--- src/lmi_pkg.sv ---
package lmi_pkg;

    // opcode widths and fixed patterns (14-bit instruction word)
    localparam int          INSN_W         = 14;
    localparam logic [13:0] OP_NOP         = 14'h0000;
    localparam logic [13:0] OP_RESET       = 14'h0001;
    localparam logic [13:0] OP_OPTION      = 14'h0062;
    localparam logic [6:0]  OP_STORE_WF_HI = 7'h01;   // 00_0000_1fff_ffff
    localparam logic [10:0] OP_STORE_WI_HI = 11'h003; // 00_0000_0001_1nmm
    localparam logic [6:0]  OP_STORE_WIK   = 7'h7f;   // 11_1111_1nkk_kkkk
    localparam logic [8:0]  OP_BANK_HI     = 9'h001;  // 00_0000_001k_kkkk
    localparam logic [6:0]  OP_PAGE_HI     = 7'h63;   // 11_0001_1kkk_kkkk
    localparam logic [3:0]  OP_WORK_HI     = 4'hc;    // 11_00xx_kkkk_kkkk

    // index mode field encodings
    localparam logic [1:0]  MODE_PREINC    = 2'h0;
    localparam logic [1:0]  MODE_PREDEC    = 2'h1;
    localparam logic [1:0]  MODE_POSTINC   = 2'h2;
    localparam logic [1:0]  MODE_POSTDEC   = 2'h3;

    // values after reset
    localparam logic [7:0]  RST_WORK       = 8'h00;
    localparam logic [4:0]  RST_BANK       = 5'h00;
    localparam logic [6:0]  RST_PAGE       = 7'h00;
    localparam logic [7:0]  RST_TIMER_CFG  = 8'hff;
    localparam logic [15:0] RST_POINTER    = 16'h0000;
    localparam logic [15:0] PTR_ONE        = 16'h0001;

    // one write to the data space
    typedef struct packed {
        logic        valid;
        logic [15:0] addr;
        logic [7:0]  data;
    } lmi_wr_t;

    // whole state of the executer
    typedef struct packed {
        logic [7:0]  work;
        logic [4:0]  bankSel;
        logic [6:0]  pcHigh;
        logic [7:0]  timerCfg;
        logic [15:0] ptr0;
        logic [15:0] ptr1;
        lmi_wr_t     wr;
        logic        swReset;
        logic        resetInsnFlagClr;
        logic        done;
    } lmi_state_t;

endpackage

--- src/lmi_exec.sv ---
`timescale 1ns/1ps
// Overview of operation
// - bank literal load puts 5-bit immediate into bank select, flags untouched
// - page literal load puts 7-bit immediate into pc high latch, flags untouched
// - work literal load puts 8-bit immediate into working register, flags untouched
// - store work to file writes working register at 7-bit bank address
// - indirect store writes working register via chosen pointer, updating it
// - mode 00 pre-inc, 01 pre-dec, 10 post-inc, 11 post-dec
// - offset form addresses pointer plus signed -32..31, pointer unchanged
// - pointers are 16 bits and wrap on both ends
// - indirect store and pointer update change no status flag
// - indirect port has no storage; accesses go to pointer address
// - timer configuration load copies working register, flags untouched
// - software reset requests device reset and clears reset-instruction flag
module lmi_exec
(
    // clock and reset
    input  wire logic                 clk,
    input  wire logic                 reset_n,
    // instruction issue from the core, same clock
    input  wire logic                 insnValid,
    input  wire logic [13:0]          insnWord,
    // data space write, 16-bit linear address
    output lmi_pkg::lmi_wr_t          dataWr,
    // architectural registers
    output logic [7:0]                workReg,
    output logic [4:0]                bankSelectReg,
    output logic [6:0]                pcHighLatch,
    output logic [7:0]                timerCfgReg,
    output logic [15:0]               filePointer0,
    output logic [15:0]               filePointer1,
    // reset control and retirement
    output logic                      swResetReq,
    output logic                      resetInstructionFlagClr,
    output logic                      insnDone
);
    import lmi_pkg::*;

    lmi_state_t stateQ;
    lmi_state_t stateD;

    // decode and next-state; status flags are not touched by any path here
    always_comb
    begin
        logic [15:0] ptrSel;
        logic [15:0] ptrNew;
        logic [15:0] offs;
        logic [1:0]  mode;
        logic        ptrN;
        ptrSel = 16'h0000;
        ptrNew = 16'h0000;
        offs   = 16'h0000;
        mode   = 2'h0;
        ptrN   = 1'b0;
        stateD = stateQ;
        stateD.wr.valid         = 1'b0;
        stateD.swReset          = 1'b0;
        stateD.resetInsnFlagClr = 1'b0;
        stateD.done             = insnValid;
        if (insnValid)
        begin
            if (insnWord == OP_NOP)
            begin
                stateD.done = 1'b1;
            end
            else if (insnWord == OP_RESET)
            begin
                stateD.swReset          = 1'b1;
                stateD.resetInsnFlagClr = 1'b1;
            end
            else if (insnWord == OP_OPTION)
            begin
                stateD.timerCfg = stateQ.work;
            end
            else if (insnWord[13:7] == OP_STORE_WF_HI)
            begin
                stateD.wr.valid = 1'b1;
                stateD.wr.addr  = {4'h0, stateQ.bankSel, insnWord[6:0]};
                stateD.wr.data  = stateQ.work;
            end
            else if (insnWord[13:3] == OP_STORE_WI_HI)
            begin
                ptrN   = insnWord[2];
                mode   = insnWord[1:0];
                ptrSel = ptrN ? stateQ.ptr1 : stateQ.ptr0;
                // 16-bit arithmetic wraps naturally
                if (mode == MODE_PREINC || mode == MODE_POSTINC)
                    ptrNew = ptrSel + PTR_ONE;
                else
                    ptrNew = ptrSel - PTR_ONE;
                stateD.wr.valid = 1'b1;
                stateD.wr.data  = stateQ.work;
                // pre modes write at new value, post modes at old value
                case (mode)
                    MODE_PREINC:  stateD.wr.addr = ptrNew;
                    MODE_PREDEC:  stateD.wr.addr = ptrNew;
                    MODE_POSTINC: stateD.wr.addr = ptrSel;
                    MODE_POSTDEC: stateD.wr.addr = ptrSel;
                    default:      stateD.wr.addr = ptrSel;
                endcase
                if (ptrN)
                    stateD.ptr1 = ptrNew;
                else
                    stateD.ptr0 = ptrNew;
            end
            else if (insnWord[13:7] == OP_STORE_WIK)
            begin
                ptrSel = insnWord[6] ? stateQ.ptr1 : stateQ.ptr0;
                offs   = {{10{insnWord[5]}}, insnWord[5:0]};
                stateD.wr.valid = 1'b1;
                stateD.wr.addr  = ptrSel + offs;
                stateD.wr.data  = stateQ.work;
            end
            else if (insnWord[13:5] == OP_BANK_HI)
            begin
                stateD.bankSel = insnWord[4:0];
            end
            else if (insnWord[13:7] == OP_PAGE_HI)
            begin
                stateD.pcHigh = insnWord[6:0];
            end
            else if (insnWord[13:10] == OP_WORK_HI)
            begin
                stateD.work = insnWord[7:0];
            end
            else
            begin
                stateD.done = 1'b0; // not in this group
            end
        end
    end

    // state register
    always_ff @(posedge clk or negedge reset_n)
    begin
        if (!reset_n)
        begin
            stateQ.work             <= RST_WORK;
            stateQ.bankSel          <= RST_BANK;
            stateQ.pcHigh           <= RST_PAGE;
            stateQ.timerCfg         <= RST_TIMER_CFG;
            stateQ.ptr0             <= RST_POINTER;
            stateQ.ptr1             <= RST_POINTER;
            stateQ.wr               <= '0;
            stateQ.swReset          <= 1'b0;
            stateQ.resetInsnFlagClr <= 1'b0;
            stateQ.done             <= 1'b0;
        end
        else
        begin
            stateQ <= stateD;
        end
    end

    // outputs straight from the state flops
    assign dataWr                  = stateQ.wr;
    assign workReg                 = stateQ.work;
    assign bankSelectReg           = stateQ.bankSel;
    assign pcHighLatch             = stateQ.pcHigh;
    assign timerCfgReg             = stateQ.timerCfg;
    assign filePointer0            = stateQ.ptr0;
    assign filePointer1            = stateQ.ptr1;
    assign swResetReq              = stateQ.swReset;
    assign resetInstructionFlagClr = stateQ.resetInsnFlagClr;
    assign insnDone                = stateQ.done;

endmodule // lmi_exec

--- config.mk ---
export PLATFORM = sky130hd
export DESIGN_NAME = lmi_exec
export DESIGN_NICKNAME = d
export VERILOG_FILES = /design/src/lmi_pkg.sv /design/src/lmi_exec.sv
export SDC_FILE = /design/constraint.sdc
export NUM_CORES = 1
export LEC_CHECK = 0
export ABC_AREA = 1
export BUFFER_PORTS_ARGS = -buffer_cell sky130_fd_sc_hd__buf_2
export CORE_MARGIN = 10
export CORE_UTILIZATION = 52
export DETAILED_ROUTE_END_ITERATION = 12
export PLACE_DENSITY = 0.78
export RECOVER_POWER = 100
export SYNTH_ARGS = -nofsm -noshare
export SYNTH_HDL_FRONTEND = slang
export SYNTH_SLANG_ARGS = --single-unit
--- constraint.sdc ---
create_clock -name clk -period 1.95 [get_ports clk]
set_input_delay 0.195 -clock clk [delete_from_list [all_inputs] [get_ports clk]]
set_output_delay 0.195 -clock clk [all_outputs]
set_load 0.03 [all_outputs]
Word level (Yosys, flattened, before mapping)
Cells that the tools add are included.
{ "totals": {"regBits": 88, "in_bits": 17, "wordCells": 69} }
{ "classes": {"addsub": 3, "eq_ne": 11, "n_mux": 21, "bitwise": 9, "n_reduce_logical": 13} }
{ "op_table": {"columns": ["operator", "n"], "rows": [
  ["25-bit 2-to-1 mux", 5],
  ["16-bit 2-to-1 mux", 3],
  ["16-bit case mux with 2 select lines", 1],
  ["28-bit 2-to-1 mux", 1],
  ["27-bit 2-to-1 mux", 1],
  ["16-bit by 1-bit adder with 16-bit output (second input constant)", 1],
  ["16-bit adder", 1],
  ["16-bit by 1-bit subtractor with 16-bit output (second input constant)", 1],
  ["14-bit by 1-bit == test with 1-bit output (second input constant)", 1],
  ["14-bit by 7-bit == test with 1-bit output (second input constant)", 1],
  ["7-bit == test (second input constant)", 2],
  ["14-bit logical NOT", 1],
  ["7-bit AND reduction", 2],
  ["11-bit by 2-bit == test with 1-bit output (second input constant)", 1],
  ["10-bit AND reduction", 1],
  ["9-bit by 1-bit == test with 1-bit output (second input constant)", 1],
  ["1-bit 2-to-1 mux", 9],
  ["1-bit inverter", 9],
  ["9-bit AND reduction", 1],
  ["8-bit AND reduction", 1],
  ["7-bit by 1-bit == test with 1-bit output (second input constant)", 1],
  ["5-bit AND reduction", 1],
  ["2-bit == test (second input constant)", 2],
  ["4-bit == test (second input constant)", 1],
  ["7 further kinds", 8]
]} }

Longest topological paths before layout
{ "depth": {"ltp_word": 11, "ltp_mapped": 21} }

Worst setup path after synthesis
OpenSTA, ideal clock, no wires.
{ "synth_path": {"path_type": "input -> register", "start": "input port insnWord[6]", "end": "register stateQ, in the netlist dataWr[14]", "setup_ps": 117, "arrival_ps": 2378, "t_required_ps": 1833, "slack_ps": -544, "stages": 18, "n_path_buf": 3, "cell_sequence": "buf_2 -> clkbuf_1 -> clkbuf_1 -> nand2_1 -> o21ai_0 -> ha_1 -> fa_1 -> nand3_1 -> nand2_1 -> inv_1 -> nor2_1 -> nor2_1 -> inv_1 -> or2_2 -> nand3_1 -> nand3_1 -> nand2_1 -> nand2_1"} }
{ "synth_between": {"elab_chain_len": 5} }
{ "synth_lines": {"columns": ["element", "line", "text"], "rows": [
  ["start: declaration", "lmi_exec.sv:22", "input wire logic [13:0] insnWord,"],
  ["16-bit 2-to-1 mux", "lmi_exec.sv:108", "ptrSel = insnWord[6] ? stateQ.ptr1 : stateQ.ptr0;"],
  ["16-bit adder", "lmi_exec.sv:111", "stateD.wr.addr = ptrSel + offs;"],
  ["25-bit 2-to-1 mux", "lmi_exec.sv:106", "else if (insnWord[13:7] == OP_STORE_WIK)"],
  ["25-bit 2-to-1 mux", "lmi_exec.sv:81", "else if (insnWord[13:3] == OP_STORE_WI_HI)"],
  ["25-bit 2-to-1 mux", "lmi_exec.sv:75", "else if (insnWord[13:7] == OP_STORE_WF_HI)"],
  ["end signal: assignment", "lmi_exec.sv:151", "stateQ <= stateD;"],
  ["end: declaration", "lmi_exec.sv:39", "lmi_state_t stateQ;"]
]} }
Several ways; a longest one is shown, not always the timed one. The select of a mux whose other input is x is not followed.
A chain may end at the register's enable or synchronous reset.

Final worst setup path
{ "layout_path": {"start": "register stateQ, in the netlist filePointer0[0]", "end": "register stateQ, in the netlist dataWr[22]"} }
{ "layout_between": {"elab_chain_len": 6} }
{ "layout_lines": {"columns": ["element", "line", "text"], "rows": [
  ["16-bit 2-to-1 mux", "lmi_exec.sv:85", "ptrSel = ptrN ? stateQ.ptr1 : stateQ.ptr0;"],
  ["16-bit by 1-bit subtractor with 16-bit output / 16-bit by 1-bit adder with 16-bit output (equally long branches)", "lmi_exec.sv:90, lmi_exec.sv:88", null],
  ["16-bit 2-to-1 mux", "lmi_exec.sv:87", "if (mode == MODE_PREINC || mode == MODE_POSTINC)"],
  ["16-bit case mux with 2 select lines", "lmi_exec.sv:94", "case (mode)"],
  ["25-bit 2-to-1 mux (*)", "lmi_exec.sv:81", null],
  ["25-bit 2-to-1 mux (*)", "lmi_exec.sv:75", null]
]} }
Mark *: on every way between the ends. The rest lies on a longest branch, timed or not. The select of a mux whose other input is x is not followed.

==> flow_summary.ini <==
[timing]
finalMaxSlewViolations = 0
slew_headroom_pct = 44.0
setup_viol = 37
rsz0062_at_grt = true
min_period_over_period_pct = 119
hold_viol = 0
tightest_slew_ns = 0.841
holdWs_ns = 0.177
fmax_mhz = 432
fin_crit_ns = 2.31
setup_ws_ns = -0.364
skew_ns = 0.0185

[critical_path]
path_cells = inv_2 -> o21ai_2 -> ha_2 -> fa_2 -> nand3_2 -> nand2_2 -> inv_2 -> nor2_4 -> nor2_4 -> inv_2 -> nand3_2 -> nand2_2 -> nand2_2 -> nand3_2 -> a21oi_2 -> nand2_1 -> nand2_1
cp_num_buf_inv = 3
slowest_delay_ns = 0.40
cp.required_ns = 2.24
r2r_cells = 17
r2r_start = filePointer0[0]$_DFFE_PN0P_
crit_path_end = dataWr[22]$_DFFE_PN0P_
critPathArrivalTime_ns = 2.60
r2r_end = dataWr[22]$_DFFE_PN0P_
startpoint = filePointer0[0]$_DFFE_PN0P_
crit_fanout = 4
r2r_slack_ns = -0.36
slowest_stage = fa_2
critPathTopFamily = simple AND/OR/NAND/NOR gates
critPathKind = flop to flop
cp.depth = 17
cp-start-kind = flop
worst_setup_path_end_kind = flop

[yosys]
syn-instance-count = 889
syn_nets = 932
synth_cell_types = 47
synth-seq-cells = 87
async_reset_ff_share_pct = 100
yosysSeqAreaShare_pct = 35.5
ys.flop_type = dfrtp_1
netlist_area_um2 = 6160
avgSynthCellArea_um2 = 6.93
synth_warnings = 0
synth_edf_count = 0

[floorplanning]
start_util_pct = 53.5
die_x_um = 129
row_count = 39
io_pins = 105
die_area_um2 = 16600
coreArea_um2 = 11500
die_h_um = 129

[global_routing]
antenna_found_initial = 0
grt_start_max_net_pins = 57
grt_pass1_vias = 7225
grtUsageTotal_pct = 27.5
grt_pass1_wl_um = 36600
grt_overflow_total = 0

[cts]
cts-root-buf = clkbuf_16
clockBufferDepth = 2
insertion_delay_ns = 0.36
cts_made_buffers = 9
clkTransAtPathRegs_ns = 0.08
cts.sinks = 87
htreeDepth = 3
cts_tree = yes

[drt]
vias = 7998
first_pass_iters = 6
drtAntennaViolNets = 0
drt-vias-per-instance = 6.01
route.detailed.drc = 0
routedWlPerCell_um = 20.5
wirelength_um = 27300
drt_iter0_drc = 958

[power_and_ir_drop]
power_frac_seq_pct = 37.7
leakage_nw = 4.78
clkPwrFrac_pct = 32.9
vdd_ir_drop_max_v = 0.000353
sw_frac_of_total_pct = 35.5
p_int_mw = 3.34
p_switching_mw = 1.84
p_per_area_nw_per_um2 = 544
comb_power_share_pct = 29.3

[place]
portBuffers = 104
dp_slack_ns = -0.427
hpwl_um = 16400
gp_congestion = 0.969

[run]
drv_cap = 0

[final_layout]
syn_to_final_growth_pct = 54.5
drive_above_1_share_pct = 43.2
utilization_pct = 82.6
antenna_cells = 0
final_nets = 1225

[outcome]
status = complete, but fails checks
violations = setup timing

[hold_path]
min_path_type = input port to flop
-- Yosys cell counts, types with 3 or more instances --
master	instances	area, um2
nor4_2	3	37.5
dfrtp_1	79	1980
nand2_4	3	33.8
nor2_2	3	18.8
buf_4	3	22.5
o21bai_1	5	37.5
dfstp_2	8	210
nand3_2	4	40.0
o21ai_0	72	360
inv_2	11	41.3
nand4_1	5	31.3
o21ai_2	5	43.8
nor3_1	13	65.1
nor2_1	35	131
ha_1	25	313
a31oi_1	6	37.5
nand3_1	72	360
xor2_1	7	61.3
nand2_2	19	119
nor2_4	3	33.8
clkbuf_1	13	48.8
buf_2	12	60.1
a21oi_1	38	190
o21ai_1	25	125
o211ai_1	3	22.5
nand2_1	300	1130
or2_2	3	18.8
nor4_1	4	25.0
inv_1	85	319
-- final cells by class --
class	instances	area (um2)
multi-input combinational	674	4380
fill	710	2000
clock buffer	10	229
clock inverter	6	50.0
timing repair buffer	313	2110
inverter	97	372
sequential	87	2190
tap	143	179
-- per-layer routing --
| layer | routed length [um] | up-vias | share of wire (%) | GRT usage [%] |
|---|---|---|---|---|
| met5 | 0 | - | 0 | 0 |
| met4 | 1650 | 0 | 6.0 | 12.4 |
| met3 | 3160 | 184 | 12 | 5.26 |
| li1 | - | 3495 | - | - |
| met1 | 9770 | 3694 | 36 | 33.9 |
| met2 | 12700 | 625 | 47 | 45.8 |
-- stage by stage --
step	cell area [um2]	setup TNS, ns	cells	power (mW)
finish	9510	-7.79	1330	5.18
global route	9510	-15.15	1330	5.35
CTS	8940	-1.81	1315	4.94
detailed placement	8030	-7.53	1272	3.14
global placement	8030	-6.25	1272	3.12
floorplan	6240	-1.96	889	2.66
-- registers in the layout, summed over array words and instances, names as in the netlist --
name	count
filePointer1	16
insnDone	1
bankSelectReg	5
filePointer0	16
pcHighLatch	7
dataWr	25
timerCfgReg	8
workReg	8
resetInstructionFlagClr	1
-- worst reg2reg max path: cells and delay by family (launching register included) --
family	cells	cell delay (ns)
and+or+nand+nor	10	0.80
DFF	1	0.39
buffers and inverters	3	0.23
AOI/OAI and AO/OA	2	0.21
adders and majority gates	2	0.61
-- timing repair --
action,4_1_cts,5_1_grt
hold buffers,1,0
hold endpoints to repair,29,0
gates resized for setup,128,154
pin swaps,57,63
setup endpoints to repair,34,40
gates cloned,0,0
buffers inserted,28,19
-- worst min path at each step --
stage                     depth (start not counted)        start                            to
after floorplan                                   0      reset_n  bankSelectReg[0]$_DFFE_PN0P_
after global placement                            1      reset_n         dataWr[7]$_DFFE_PN0P_
after detailed placement                          1      reset_n         dataWr[7]$_DFFE_PN0P_
after CTS                                         3  insnWord[3]        dataWr[11]$_DFFE_PN0P_
after global routing                              3  insnWord[3]        dataWr[11]$_DFFE_PN0P_
final                                             3  insnWord[3]        dataWr[11]$_DFFE_PN0P_
-- power groups by stage --
stage                     clock (mW)  sequential (mW)  combinational, mW
after floorplan                    0             2.15              0.503
after global placement             0             1.98               1.14
after detailed placement           0             1.98               1.16
after CTS                       1.69             1.95               1.31
after global routing            1.77             1.97               1.62
final                           1.70             1.95               1.52
-- layout by cell type (no fill, tap or decap), types with 4 or more instances in the layout --
cell,n
a21oi_1,22
a21oi_2,17
a31oi_1,6
and2_4,4
buf_2,25
buf_4,184
buf_6,20
clkbuf_1,79
clkbuf_16,9
dfrtp_1,73
dfrtp_2,6
dfstp_2,8
ha_1,14
ha_4,10
inv_1,63
inv_2,31
nand2_1,235
nand2_2,64
nand2_4,22
nand3_1,45
nand3_2,24
nand3_4,8
nand4_1,5
nor2_1,22
nor2_2,5
nor2_4,14
nor3_1,10
nor4_2,4
o21ai_0,42
o21ai_1,35
o21ai_2,22
o21bai_1,4
xor2_1,5
-- cells by family (layout without fill, tap and decap cells) --
family	Yosys count	in the layout	share of synthesized area [%]
xor gates and xnor gates	9	9	1.28
DFF	87	87	35.5
adders and majority gates	26	26	5.41
buffers and inverters	128	426	8.78
and+or+nand+nor	477	477	34.6
AOI/OAI and AO/OA	162	162	14.4
Power figures use the tool's default switching activity.
